==> src/logic/tprf_defs.vh <==
// Purpose: Shared constants of the test port, reset and flag block
// Assumes: Included by the top-level design file of the block only
// Notes: Definitions only
`ifndef TPRF_DEFS_VH
`define TPRF_DEFS_VH

// ==========================================================
// Reset and boot
`define TPRF_RESET_VECTOR 24'hFFFF00
`define TPRF_PC_W 24
`define TPRF_ST_W 16
`define TPRF_ST1_RESET 16'h2000
`define TPRF_FLAG_BIT 13

// ==========================================================
// Synchroniser slots
`define TPRF_SY_TCK 0
`define TPRF_SY_TMS 1
`define TPRF_SY_TDI 2
`define TPRF_SY_TRST 3
`define TPRF_SY_EMULATION_PIN_ZERO 4
`define TPRF_SY_RSTN 5
`define TPRF_SY_W 6

// ==========================================================
// Test-port controller states
`define TPRF_TAP_W 4
`define TPRF_S_TLR 4'h0
`define TPRF_S_RTI 4'h1
`define TPRF_S_SEL_DR 4'h2
`define TPRF_S_CAP_DR 4'h3
`define TPRF_S_SHF_DR 4'h4
`define TPRF_S_EX1_DR 4'h5
`define TPRF_S_PAU_DR 4'h6
`define TPRF_S_EX2_DR 4'h7
`define TPRF_S_UPD_DR 4'h8
`define TPRF_S_SEL_IR 4'h9
`define TPRF_S_CAP_IR 4'hA
`define TPRF_S_SHF_IR 4'hB
`define TPRF_S_EX1_IR 4'hC
`define TPRF_S_PAU_IR 4'hD
`define TPRF_S_EX2_IR 4'hE
`define TPRF_S_UPD_IR 4'hF

// Instruction capture pattern, low two bits 01
`define TPRF_IR_CAPTURE 2'h1

`endif

==> src/logic/tprf_sync.v <==
// Purpose: Two-flop synchroniser for a group of pin inputs
// Assumes: Inputs are asynchronous to mclk_i
// Notes: First stage is read only by the second stage
`timescale 1ns/1ps
module tprf_sync #(
  parameter WIDTH = 6
) (
  input wire mclk_i,
  input wire rst_i,
  input wire [WIDTH-1:0] async_i,
  output wire [WIDTH-1:0] sync_o
);

  reg [WIDTH-1:0] meta_ff;
  reg [WIDTH-1:0] sync_ff;

  genvar g;
  generate
    for (g = 0; g < WIDTH; g = g + 1) begin : g_bit
      always @(posedge mclk_i) begin
        if (rst_i) begin
          meta_ff[g] <= 1'b0;
          sync_ff[g] <= 1'b0;
        end else begin
          meta_ff[g] <= async_i[g];
          sync_ff[g] <= meta_ff[g];
        end
      end
    end
  endgenerate

  assign sync_o = sync_ff;

endmodule

==> src/logic/tprf_shreg.v <==
// Purpose: Scan register with capture, serial shift and update stage
// Assumes: Strobes are one-cycle pulses on mclk_i
// Notes: Shifts toward the low bit; serial output is bit 0
`timescale 1ns/1ps
module tprf_shreg #(
  parameter WIDTH = 4,
  parameter [WIDTH-1:0] RESET_VAL = {WIDTH{1'b1}}
) (
  input wire mclk_i,
  input wire rst_i,
  input wire clear_i,
  input wire capture_i,
  input wire [WIDTH-1:0] capture_data_i,
  input wire shift_i,
  input wire serial_i,
  input wire update_i,
  output wire serial_o,
  output wire [WIDTH-1:0] update_o
);

  reg [WIDTH-1:0] shift_ff;
  reg [WIDTH-1:0] upd_ff;

  always @(posedge mclk_i) begin
    if (rst_i || clear_i) begin
      shift_ff <= RESET_VAL;
      upd_ff <= RESET_VAL;
    end else begin
      if (capture_i) begin
        shift_ff <= capture_data_i;
      end else if (shift_i) begin
        shift_ff <= {serial_i, shift_ff[WIDTH-1:1]};
      end
      if (update_i) begin
        upd_ff <= shift_ff;
      end
    end
  end

  assign serial_o = shift_ff[0];
  assign update_o = upd_ff;

endmodule

==> src/logic/tprf_top.v <==
// Purpose: Test port, device reset sequencing and external flag output
// Assumes: Test clock far slower than mclk_i; instruction strobes on mclk_i
// Notes: Pins are synchronised before use
// What this block does
// Bit-set instruction drives flag pin high
// Bit-clear or status bit 13 written 0 drives low
// Flag pin high throughout reset
// Reset halts core, loads vector, resets status
// Release starts at vector, branches to loader
// Reset pull-up forced on during reset
// Mode select sampled on rising test clock
// Data input shifted on rising test clock
// Data output changes on falling test clock
// Data output high-impedance unless shifting
// Test reset low: functional, test pins ignored
// Test reset rise latches emulation pin zero
// Flag change visible cycle after instruction
`timescale 1ns/1ps
`include "tprf_defs.vh"
module tprf_top #(
  parameter IR_W = 4,
  parameter DR_W = 8,
  parameter [`TPRF_PC_W-1:0] BOOT_ENTRY = 24'h000000
) (
  input wire mclk_i,
  input wire rst_i,
  input wire reset_n_i,
  input wire bit_set_instruction_i,
  input wire bit_clear_instruction_i,
  input wire cpu_status_word_one_wr_i,
  input wire [`TPRF_ST_W-1:0] cpu_status_word_one_wdata_i,
  input wire pull_inhibit_register_two_i,
  input wire tck_i,
  input wire tms_i,
  input wire tdi_i,
  input wire test_reset_i,
  input wire emulation_pin_zero_i,
  input wire [DR_W-1:0] scan_capture_i,
  output wire external_flag_output_o,
  output wire [`TPRF_ST_W-1:0] cpu_status_word_one_o,
  output wire cpu_halt_o,
  output wire [`TPRF_PC_W-1:0] pc_o,
  output wire reset_pullup_en_o,
  output wire tdo_o,
  output wire tdo_oe_n_o,
  output wire scan_mode_o,
  output wire emu_port_sel_o,
  output wire [DR_W-1:0] scan_update_o,
  output wire [IR_W-1:0] instr_o
);

  // ==========================================================
  // Pin synchronisers
  wire [`TPRF_SY_W-1:0] sy;

  tprf_sync #(
    .WIDTH(`TPRF_SY_W)
  ) u_sync (
    .mclk_i(mclk_i),
    .rst_i(rst_i),
    .async_i({reset_n_i, emulation_pin_zero_i, test_reset_i, tdi_i, tms_i, tck_i}),
    .sync_o(sy)
  );

  wire tck_s = sy[`TPRF_SY_TCK];
  wire tms_s = sy[`TPRF_SY_TMS];
  wire tdi_s = sy[`TPRF_SY_TDI];
  wire trst_s = sy[`TPRF_SY_TRST];
  wire emulation_pin_zero_s = sy[`TPRF_SY_EMULATION_PIN_ZERO];
  wire rstn_s = sy[`TPRF_SY_RSTN];

  // ==========================================================
  // Device reset and boot sequence
  wire dev_rst = rst_i | ~rstn_s;
  reg [`TPRF_PC_W-1:0] pc_ff;
  reg [`TPRF_PC_W-1:0] nxt_pc;
  reg halt_ff;
  reg boot_ff;
  reg pullup_ff;

  always @* begin
    nxt_pc = pc_ff;
    if (dev_rst) begin
      nxt_pc = `TPRF_RESET_VECTOR;
    end else if (!boot_ff && !halt_ff) begin
      // First running cycle sits at the vector, then branches
      nxt_pc = BOOT_ENTRY;
    end
  end

  always @(posedge mclk_i) begin
    if (dev_rst) begin
      pc_ff <= `TPRF_RESET_VECTOR;
      halt_ff <= 1'b1;
      boot_ff <= 1'b0;
    end else begin
      pc_ff <= nxt_pc;
      halt_ff <= 1'b0;
      boot_ff <= ~halt_ff;
    end
  end

  // Pull-up on when not inhibited or when reset is held
  always @(posedge mclk_i) begin
    if (rst_i) begin
      pullup_ff <= 1'b1;
    end else begin
      pullup_ff <= ~pull_inhibit_register_two_i | ~rstn_s;
    end
  end

  // ==========================================================
  // External flag and status word
  reg flag_ff;
  reg nxt_flag;
  reg [`TPRF_ST_W-1:0] st1_ff;
  wire st1_clr = cpu_status_word_one_wr_i & ~cpu_status_word_one_wdata_i[`TPRF_FLAG_BIT];

  always @* begin
    nxt_flag = flag_ff;
    if (bit_set_instruction_i) begin
      nxt_flag = 1'b1;
    end else if (bit_clear_instruction_i || st1_clr) begin
      nxt_flag = 1'b0;
    end
  end

  always @(posedge mclk_i) begin
    if (dev_rst) begin
      flag_ff <= 1'b1;
      st1_ff <= `TPRF_ST1_RESET;
    end else begin
      flag_ff <= nxt_flag;
      if (cpu_status_word_one_wr_i) begin
        st1_ff <= cpu_status_word_one_wdata_i;
      end
    end
  end

  // ==========================================================
  // Test reset and port routing
  reg trst_d_ff;
  reg emu_sel_ff;
  reg tck_d_ff;

  always @(posedge mclk_i) begin
    if (rst_i) begin
      trst_d_ff <= 1'b0;
      emu_sel_ff <= 1'b0;
      tck_d_ff <= 1'b0;
    end else begin
      trst_d_ff <= trst_s;
      tck_d_ff <= tck_s;
      if (trst_s && !trst_d_ff) begin
        emu_sel_ff <= emulation_pin_zero_s;
      end
    end
  end

  // Boundary-scan port live only under test reset and latched zero
  wire bs_en = trst_s & trst_d_ff & ~emu_sel_ff;
  wire tck_rise = bs_en & tck_s & ~tck_d_ff;
  wire tck_fall = bs_en & ~tck_s & tck_d_ff;

  // ==========================================================
  // Test-port controller
  reg [`TPRF_TAP_W-1:0] tap_ff;
  reg [`TPRF_TAP_W-1:0] nxt_tap;

  always @* begin
    case (tap_ff)
      `TPRF_S_TLR: nxt_tap = tms_s ? `TPRF_S_TLR : `TPRF_S_RTI;
      `TPRF_S_RTI: nxt_tap = tms_s ? `TPRF_S_SEL_DR : `TPRF_S_RTI;
      `TPRF_S_SEL_DR: nxt_tap = tms_s ? `TPRF_S_SEL_IR : `TPRF_S_CAP_DR;
      `TPRF_S_CAP_DR: nxt_tap = tms_s ? `TPRF_S_EX1_DR : `TPRF_S_SHF_DR;
      `TPRF_S_SHF_DR: nxt_tap = tms_s ? `TPRF_S_EX1_DR : `TPRF_S_SHF_DR;
      `TPRF_S_EX1_DR: nxt_tap = tms_s ? `TPRF_S_UPD_DR : `TPRF_S_PAU_DR;
      `TPRF_S_PAU_DR: nxt_tap = tms_s ? `TPRF_S_EX2_DR : `TPRF_S_PAU_DR;
      `TPRF_S_EX2_DR: nxt_tap = tms_s ? `TPRF_S_UPD_DR : `TPRF_S_SHF_DR;
      `TPRF_S_UPD_DR: nxt_tap = tms_s ? `TPRF_S_SEL_DR : `TPRF_S_RTI;
      `TPRF_S_SEL_IR: nxt_tap = tms_s ? `TPRF_S_TLR : `TPRF_S_CAP_IR;
      `TPRF_S_CAP_IR: nxt_tap = tms_s ? `TPRF_S_EX1_IR : `TPRF_S_SHF_IR;
      `TPRF_S_SHF_IR: nxt_tap = tms_s ? `TPRF_S_EX1_IR : `TPRF_S_SHF_IR;
      `TPRF_S_EX1_IR: nxt_tap = tms_s ? `TPRF_S_UPD_IR : `TPRF_S_PAU_IR;
      `TPRF_S_PAU_IR: nxt_tap = tms_s ? `TPRF_S_EX2_IR : `TPRF_S_PAU_IR;
      `TPRF_S_EX2_IR: nxt_tap = tms_s ? `TPRF_S_UPD_IR : `TPRF_S_SHF_IR;
      `TPRF_S_UPD_IR: nxt_tap = tms_s ? `TPRF_S_SEL_DR : `TPRF_S_RTI;
      default: nxt_tap = `TPRF_S_TLR;
    endcase
  end

  always @(posedge mclk_i) begin
    if (rst_i || !bs_en) begin
      tap_ff <= `TPRF_S_TLR;
    end else if (tck_rise) begin
      tap_ff <= nxt_tap;
    end
  end

  // Decode of one controller state
  function tap_at;
    input [`TPRF_TAP_W-1:0] st;
    input [`TPRF_TAP_W-1:0] want;
    begin
      tap_at = (st == want);
    end
  endfunction

  // Strobes on a rising test clock edge, plus shift and reset state levels
  wire in_shf_dr = tap_at(tap_ff, `TPRF_S_SHF_DR);
  wire in_shf_ir = tap_at(tap_ff, `TPRF_S_SHF_IR);
  wire cap_dr = tck_rise & tap_at(tap_ff, `TPRF_S_CAP_DR);
  wire cap_ir = tck_rise & tap_at(tap_ff, `TPRF_S_CAP_IR);
  wire upd_dr = tck_rise & tap_at(tap_ff, `TPRF_S_UPD_DR);
  wire upd_ir = tck_rise & tap_at(tap_ff, `TPRF_S_UPD_IR);
  wire shf_dr = tck_rise & in_shf_dr;
  wire shf_ir = tck_rise & in_shf_ir;
  wire tlr = tap_at(tap_ff, `TPRF_S_TLR);

  // ==========================================================
  // Instruction and data registers
  wire ir_so;
  wire [IR_W-1:0] ir_q;
  wire dr_so;
  wire [DR_W-1:0] dr_q;
  reg byp_ff;
  wire sel_bypass = &ir_q;

  tprf_shreg #(
    .WIDTH(IR_W),
    .RESET_VAL({IR_W{1'b1}})
  ) u_ir (
    .mclk_i(mclk_i),
    .rst_i(rst_i),
    .clear_i(tlr),
    .capture_i(cap_ir),
    .capture_data_i({{(IR_W-2){1'b0}}, `TPRF_IR_CAPTURE}),
    .shift_i(shf_ir),
    .serial_i(tdi_s),
    .update_i(upd_ir),
    .serial_o(ir_so),
    .update_o(ir_q)
  );

  tprf_shreg #(
    .WIDTH(DR_W),
    .RESET_VAL({DR_W{1'b0}})
  ) u_dr (
    .mclk_i(mclk_i),
    .rst_i(rst_i),
    .clear_i(1'b0),
    .capture_i(cap_dr & ~sel_bypass),
    .capture_data_i(scan_capture_i),
    .shift_i(shf_dr & ~sel_bypass),
    .serial_i(tdi_s),
    .update_i(upd_dr & ~sel_bypass),
    .serial_o(dr_so),
    .update_o(dr_q)
  );

  always @(posedge mclk_i) begin
    if (rst_i || cap_dr) begin
      byp_ff <= 1'b0;
    end else if (shf_dr && sel_bypass) begin
      byp_ff <= tdi_s;
    end
  end

  // ==========================================================
  // Serial output on falling test clock
  reg tdo_ff;
  reg tdo_oe_n_ff;

  always @(posedge mclk_i) begin
    if (rst_i || !bs_en) begin
      tdo_ff <= 1'b0;
      tdo_oe_n_ff <= 1'b1;
    end else if (tck_fall) begin
      if (in_shf_ir) begin
        tdo_ff <= ir_so;
        tdo_oe_n_ff <= 1'b0;
      end else if (in_shf_dr) begin
        tdo_ff <= sel_bypass ? byp_ff : dr_so;
        tdo_oe_n_ff <= 1'b0;
      end else begin
        tdo_oe_n_ff <= 1'b1;
      end
    end
  end

  // ==========================================================
  // Outputs
  assign external_flag_output_o = flag_ff;
  assign cpu_status_word_one_o = st1_ff;
  assign cpu_halt_o = halt_ff;
  assign pc_o = pc_ff;
  assign reset_pullup_en_o = pullup_ff;
  assign tdo_o = tdo_ff;
  assign tdo_oe_n_o = tdo_oe_n_ff;
  assign scan_mode_o = bs_en;
  assign emu_port_sel_o = emu_sel_ff;
  assign scan_update_o = dr_q;
  assign instr_o = ir_q;

endmodule

==> config.mk <==
export PLATFORM = sky130hd
export DESIGN_NAME = tprf_top
export DESIGN_NICKNAME = d
export VERILOG_FILES = /design/src/logic/tprf_sync.v /design/src/logic/tprf_shreg.v /design/src/logic/tprf_top.v
export VERILOG_INCLUDE_DIRS = /design/src /design/src/logic
export SDC_FILE = /design/constraint.sdc
export NUM_CORES = 1
export LEC_CHECK = 0
export BUFFER_PORTS_ARGS = -buffer_cell sky130_fd_sc_hd__clkbuf_2
export CAP_MARGIN = 5
export CORE_ASPECT_RATIO = 1.5
export CORE_MARGIN = 2
export CORE_UTILIZATION = 51
export DETAILED_ROUTE_END_ITERATION = 8
export PLACE_DENSITY = 0.8
export SLEW_MARGIN = 25
export SYNTH_ARGS = -nofsm -noshare
export SYNTH_HDL_FRONTEND = slang
export SYNTH_SLANG_ARGS = --single-unit
==> constraint.sdc <==
create_clock -name mclk_i -period 1.7 [get_ports mclk_i]
set_input_delay 0.255 -clock mclk_i [delete_from_list [all_inputs] [get_ports mclk_i]]
set_output_delay 0.255 -clock mclk_i [all_outputs]
set_load 0.02 [all_outputs]
# Word level (Yosys, flattened, before mapping)
# Cells that the tools add are included.
# totals
ramBits	0
word_cells	116
memories	0
inputBits	36
mem_bits_ro	0
latch_bits	0
ff_bits	82
out_inout_bits	59
# op_classes
n_eq_ne	15
bitwise	26
n_shift	0
add_sub_neg	0
mul	0
reduce_logical	22
magnitude_cmp	0
n_div	0
mux	23
# ops
op	count
$pmux 4 s12	1
$eq 4x4->1 const B	8
$mux 4	6
$and 1x1->1	16
$eq 4x3->1 const B	4
$mux 8	2
$mux 1	9
$eq 4x2->1 const B	2
$not 1->1	8
$reduce_or 2->1	4
$mux 2	3
$mux 3	2
$reduce_bool 2->1	3
$eq 4x1->1 const B	1
$logic_not 1->1	4
$logic_not 4->1	1
$logic_or 1x1->1	4
$reduce_and 4->1	1
$logic_and 1x1->1	3
$reduce_or 3->1	1
$or 1x1->1	2
$reduce_and 2->1	1

# Depth between registers and ports, before layout
# Gate-level depths: netlist (run 1).
# logic_depth
word_depth	8
ltp_mapped	6
ltp_nobuf	4

# Cells and area by module
# From an unflattened synthesis (run 1), not the netlist that was laid out.
# hier_totals
cells_unflattened	301
area_unflattened_um2	2949.1
# by_module_without_submodules
mod	cells_each	instances	seq_area_each_um2	area_each_um2
tprf_top	182	1	620.6	1572.8
tprf_shreg at u_dr	62	1	320.3	675.6
tprf_sync	25	1	240.2	366.6
tprf_shreg at u_ir	32	1	160.2	334.1

# Worst setup path before layout (run 1)
# No wires, ideal clock.
# synth_path
path_kind	register -> register
start	register emu_sel_ff, in the netlist emu_port_sel_o
end	register u_dr.upd_ff[0], in the netlist u_dr.update_o[0]
period_less_slack_ps	1499
required_time_ps	1628
slack_ps	201
arrival_ps	1427
setup_time_ps	72
stages_incl_launch_ff	7
path_cell_list	dfxtp_1 and3b_1 buf_4 nand3_1 and4b_1 buf_4 mux2i_1
# synth_via
elab_chain_len	6
# synth_lines
item	line_no	source
start: declaration	tprf_top.v:143	reg emu_sel_ff;
start signal: assignment	tprf_top.v:155	emu_sel_ff <= emulation_pin_zero_s;
$not 1->1	tprf_top.v:161	wire bs_en = trst_s & trst_d_ff & ~emu_sel_ff;
$and 1x1->1	tprf_top.v:161	
named net scan_mode_o	tprf_top.v:46	output wire scan_mode_o,
$and 1x1->1 (2 in a row)	tprf_top.v:162	wire tck_rise = bs_en & tck_s & ~tck_d_ff;
$and 1x1->1	tprf_top.v:214	wire upd_dr = tck_rise & tap_at(tap_ff, `TPRF_S_UPD_DR);
$and 1x1->1	tprf_top.v:256	.update_i(upd_dr & ~sel_bypass),
end signal: assignment	tprf_shreg.v:35	upd_ff <= shift_ff;
end: declaration	tprf_shreg.v:22	reg [WIDTH-1:0] upd_ff;
# The timed path passes the listed nets, and every way through them passes these cells.
# A chain may end at the register's enable or synchronous reset.

# Final worst setup path (run 1)
# layout_path
start	register emu_sel_ff, in the netlist emu_port_sel_o
end	output scan_mode_o
# layout_via
elab_chain_len	2
# layout_lines
item	line_no
$not 1->1	tprf_top.v:161
$and 1x1->1	tprf_top.v:161
end: declaration	tprf_top.v:46
# Every way passes these cells.

==> results of run 1 <==
## final timing paths
check / slack [ns] / cells after the start / end / start
min: 0.06 / 2 / reset_pullup_en_o / pull_inhibit_register_two_i
min reg2reg: 0.43 / 1 / u_sync.sync_o[5] / u_sync.meta_ff[5]
max reg2reg: 0.17 / 4 / u_dr.shift_ff[5] / tap_ff[0]
max: 0.12 / 3 / scan_mode_o / emu_port_sel_o
## registers in the layout (all words and copies together), names as in the netlist, 4 cells and up
signal,cells
cpu_status_word_one_o,16
tap_ff,4
u_dr.shift_ff,8
u_dr.update_o,8
u_ir.shift_ff,4
u_ir.update_o,4
u_sync.meta_ff,6
u_sync.sync_o,6
## per-stage QoR
step                cell area (um2)  hold WS (ns)   util  cells  setup slack, ns
global placement               3360         0.408  0.585    442            0.220
floorplan                      3010         0.317      -    313            0.201
detailed placement             3360         0.406  0.585    442            0.188
CTS                            3560        0.0435  0.620    458            0.105
finish                         3560        0.0585  0.620    458            0.125
global route                   3560        0.0431  0.620    458           0.0409
## cell usage in the layout, fill, tap and decap left out, drive strengths merged, types with 6 or more instances in the layout
master  Yosys  layout
mux2i      26      26
conb        1       8
dfxtp      67      67
nor2b      21      21
mux2        8       8
nor2       27      27
clkbuf      6      99
buf        36      13
nand2b     20      20
nor3        6       6
o21ai      15      15
nand2       9       9
nand3b      8       8
a21oi       8       8
## final cells by class
| class | count | area share |
|---|---|---|
| clock buffer | 13 | 0.0446 |
| clock inverter | 3 | 0.0130 |
| inverter | 3 | 0.00316 |
| multi-input combinational | 201 | 0.386 |
| sequential | 67 | 0.376 |
| tap | 72 | 0.0253 |
| timing repair buffer | 99 | 0.152 |
## report_power, final
group	leakage [nW]	switching [W]	internal (W)	total [W]
sequential	0.544	0.0000125	0.00159	0.00160
clock	0.0998	0.000565	0.000761	0.00133
combinational	0.910	0.0000807	0.0000784	0.000159
## kinds of logic after synthesis
| kind of cell | after synthesis | share of synthesized area |
|---|---|---|
| other | 1 | 0.00126 |
| buffers and inverters | 45 | 0.0974 |
| and+or+nand+nor | 112 | 0.223 |
| muxes | 34 | 0.118 |
| DFF | 67 | 0.450 |
| AOI/OAI and AO/OA | 47 | 0.111 |
## critical path, delay by kind of cell (launching register included)
family / cells / cell delay, ns
flip-flops: 1 / 0.33
buffers and inverters: 2 / 0.34
AND/OR/NAND/NOR: 1 / 0.32
## routing by layer
metal  GRT usage  up-vias  wire [um]
met4       0.113        0        178
met2       0.302       68       2840
met3      0.0463       14        276
met5           0        -          0
li1            -     1186          -
met1       0.225     1079       2500
==> out/results.txt, run 1 <==
area grow syn2layout -> 19.6%
Critical Path Source Type -> flip-flop
f_max -> 635 MHz
Routed WL -> 5790 um
Yosys cell types -> 54
Avg Cell Area, Syn -> 9.74 um2
Multi-input gate area -> 0.00138 mm2
WL/cell -> 12.6 um
most instantiated cells after synthesis -> dfxtp_1, buf_4, nor2_1, mux2i_1, nor2b_1
post-synth top area cell -> dfxtp_1
1st-iter DRT viols -> 95
GR Overflow Total -> 0
WP data arrival -> 1.32 ns
Final nets -> 417
asr flop ratio synth -> 0
DRC -> 0
CP Capture Type -> primary output
Crit Path Category -> flip-flop to primary output
post-detailed-route via-to-cell ratio -> 5.12
PnR Total Power -> 0.00309 W
Synth Instances -> 306
total number of yosys warnings -> 0
Ports -> 95
TritonCTS clock tree -> built
Peak VDD IR -> 0.502 mV
unrepaired setup endpoints after global routing -> no
Die W -> 66.4 um
TNS Setup -> 0 ns
P per Cell Area -> 867 mW/mm2
Die ar. -> 0.00648 mm2
H-tree depth -> 3
top-area cell type share of the netlist area -> 0.450
# hold bufs at CTS -> 0
Fillers -> 489
first-pass GRT wire length -> 9320 um
Initial Util -> 0.519
global-route usage over all layers -> 0.190
status -> finished, final reports clean
n_diodes -> 0
cts bufs inserted -> 9
CP peak stage delay -> 0.33 ns
DRT Pass-1 Iters -> 4
post_cts resized -> 0
top cells by area, synth -> dfxtp_1, mux2i_1, buf_4
clk buf depth -> 2
crit-path max FO -> 6
GPL Wtd Cong -> 0.900
# setup viols final -> 0
Worst-Skew Late Latency -> 0.34 ns
sequential-to-total area share from yosys stat -> 0.450
vias in the first global route -> 2083
initial antenna violation count -> 0
Core Area -> 0.00574 mm2
Post-DRT Antenna Nets -> 0
IO buf count -> 86
max-cap violations -> 0
post-layout minimum cycle time -> 1.58 ns
#FFs+latches synth -> 67
largest net degree at the start of global routing -> 26
post-CTS setup buffer count -> 0
Slowest cell on crit path -> dfxtp_1
most common cell in the netlist -> dfxtp_1
Die Y -> 97.6 um
leakage power -> 1.55 nW
Mapped Area -> 0.00298 mm2
Final Slew Violations -> 0
Hold Fails Final Rpt -> 0
commonest register cell after synthesis -> dfxtp_1
EDFF count, synth -> 0
Vias -> 2347
total clock sinks -> 67
layout cells sized above 1 -> 0.326
Seq. cell area -> 0.00134 mm2
DP HPWL -> 4220 um
Root Buffer -> clkbuf_8
row cnt -> 34
clock transition at the registers of the reported paths -> 0.07 ns
Hold WC Path Type -> input port to flip-flop
crit-path cells -> and3b_1 > buf_4 > clkbuf_2
final setup skew -> 0.00668 ns
Tcrit/Tclk final -> 0.927
CP required -> 1.44 ns
(Power assumes the default switching activity.)
==> run 2, diff against run 1 <==
--- a/config.mk
+++ b/config.mk
@@ -10,10 +10,12 @@
 export CAP_MARGIN = 5
 export CORE_ASPECT_RATIO = 1.5
 export CORE_MARGIN = 2
-export CORE_UTILIZATION = 51
+export CORE_UTILIZATION = 52
+export CTS_BUF_LIST = sky130_fd_sc_hd__clkbuf_4
 export DETAILED_ROUTE_END_ITERATION = 8
-export PLACE_DENSITY = 0.8
+export PLACE_DENSITY = 0.81
 export SLEW_MARGIN = 25
 export SYNTH_ARGS = -nofsm -noshare
 export SYNTH_HDL_FRONTEND = slang
+export SYNTH_HIERARCHICAL = 1
 export SYNTH_SLANG_ARGS = --single-unit
==> out/results.txt, run 2 <==
status -> finished, final reports clean
Tcrit/Tclk final -> 0.967
layout cells sized above 1 -> 0.400
Avg Cell Area, Syn -> 9.80 um2
Hold WC Path Type -> input port to flip-flop
IO buf count -> 86
Hold Fails Final Rpt -> 0
Crit Path Category -> flip-flop to flip-flop
post-synth top area cell -> dfxtp_1
Routed WL -> 5960 um
vias in the first global route -> 2172
Vias -> 2323
Die W -> 65.5 um
Root Buffer -> clkbuf_4
Core Area -> 0.00549 mm2
post-detailed-route via-to-cell ratio -> 5.00
Least-Margin Pin Slew -> 0.564 ns
GPL Wtd Cong -> 0.790
total number of yosys warnings -> 6
clk buf depth -> 2
top cells by area, synth -> dfxtp_1, mux2i_1, buf_4
DRT Pass-1 Iters -> 4
WL/cell -> 12.8 um
H-tree depth -> 3
top-area cell type share of the netlist area -> 0.455
sequential-to-total area share from yosys stat -> 0.455
n_diodes -> 0
EDFF count, synth -> 0
Ports -> 95
Multi-input gate area -> 0.00142 mm2
Die ar. -> 0.00630 mm2
Final Slew Violations -> 0
GR Overflow Total -> 0
post-layout minimum cycle time -> 1.64 ns
commonest register cell after synthesis -> dfxtp_1
DRC -> 0
largest family of logic cells by synthesized area -> simple AND/OR/NAND/NOR gates
Synth Area in Adders -> 0
PnR Total Power -> 0.00274 W
CP required -> 1.96 ns
#FFs+latches synth -> 67
row cnt -> 33
leakage power -> 1.53 nW
TNS Setup -> 0 ns
Synth Area in Simple Gates -> 0.211
crit-path max FO -> 8
commonest non-fill, non-tap cell in the layout -> clkbuf_2
max reg flops -> 16
1st-iter DRT viols -> 108
largest net degree at the start of global routing -> 19
initial antenna violation count -> 0
first-pass GRT wire length -> 9310 um
mux cell area share after synthesis -> 0.146
total clock sinks -> 67
final setup skew -> 0.0161 ns
CP Capture Type -> flip-flop
Critical Path Source Type -> flip-flop
Initial Util -> 0.537
f_max -> 609 MHz
most common cell in the netlist -> dfxtp_1
max-cap violations -> 0
area grow syn2layout -> 22.3%
cts bufs inserted -> 9
TritonCTS clock tree -> built
P per Cell Area -> 759 mW/mm2
Fillers -> 442
# setup viols final -> 0
Synth Instances -> 301
compound-gate portion of the synthesized area -> 0.0742
Die Y -> 96.2 um
asr flop ratio synth -> 0
Synth Area in XOR/XNOR -> 0.00891
Post-DRT Antenna Nets -> 0
global-route usage over all layers -> 0.196
Seq. cell area -> 0.00135 mm2
Final nets -> 426
most frequent cells in the layout -> clkbuf_2, dfxtp_1, mux2i_1
clock transition at the registers of the reported paths -> 0.11 ns
Peak VDD IR -> 0.680 mV
Yosys cell types -> 48
WP data arrival -> 1.90 ns
most instantiated cells after synthesis -> dfxtp_1, mux2i_1, nor2_1, buf_4
max_slew headroom -> 0.624
DP HPWL -> 4340 um
Core Util, Final -> 0.657
Worst-Skew Late Latency -> 0.40 ns
Mapped Area -> 0.00295 mm2
-- run 2: cell count changes in the layout (fill, tap and decap cells not counted), moves of 8 or more --
cell / previous run / this run
clkbuf_4: 0 / 9
o21ai_1: 8 / 0
clkbuf_8: 11 / 0
nor2b_1: 21 / 13
nor2b_2: 0 / 8
nor2_1: 27 / 35
mux2i_1: 26 / 41
nand2b_1: 20 / 3
-- run 2: worst paths after layout --
kind	startpoint	to	slack, ns	depth (start not counted)
worst max register to register	tap_ff[3]	u_dr/shift_ff[2]	0.06	5
worst min register to register	cpu_halt_o	boot_ff	0.44	1
worst min-delay path	bit_set_instruction_i	external_flag_output_o	0.05	2
worst max-delay path	tap_ff[3]	u_dr/shift_ff[2]	0.06	5
-- run 2: worst max-delay path, stage by stage, from the launching register on --
cell	delay, ns
dfxtp_1	0.33
or4b_4	0.54
nor2_2	0.14
buf_6	0.16
mux2i_1	0.24
a211oi_2	0.09
-- run 2: cells by family after synthesis --
logic type,Yosys count
flops,67
buf+inv,46
xor+xnor,3
mux,43
simple gates,109
other cells,2
compound gates,31
-- run 2: routing by layer --
layer	track usage	wire, um
met1	0.195	2370
met2	0.359	3230
met3	0.0550	273
met4	0.109	89
met5	0	0
-- run 2: final cells by class --
cell class | instances | area share
clock buffers | 9 | 0.0187
clock inverters | 7 | 0.0163
well taps | 70 | 0.0243
multi-input cells | 199 | 0.394
flip-flops and latches | 67 | 0.374
repair buffers | 108 | 0.168
inverters | 5 | 0.00520
-- run 2: metrics by stage --
step	hold WS, ns	setup slack [ns]	instance area, um2	instances
CTS	0.0216	0.00944	3530	463
detailed placement	0.424	-0.0618	3380	446
global route	0.0237	-0.000422	3610	465
finish	0.0464	0.0569	3610	465
floorplan	0.317	-0.0270	3010	312
global placement	0.412	-0.00986	3380	446
-- run 2: repair_timing --
| action | 4_1_cts | 5_1_grt |
|---|---|---|
| hold endpoints to repair | 1 | 0 |
| resized for setup | 2 | 16 |
| pin swaps | 0 | 2 |
| endpoints found under the setup margin | 4 | 19 |
| hold buffers | 1 | 0 |
| setup buffers | 0 | 2 |
-- run 2: power by group --
part,switching [W],internal [W]
Clock,0.000536,0.000429
Combinational,0.0000906,0.0000791
Sequential,0.0000125,0.00159
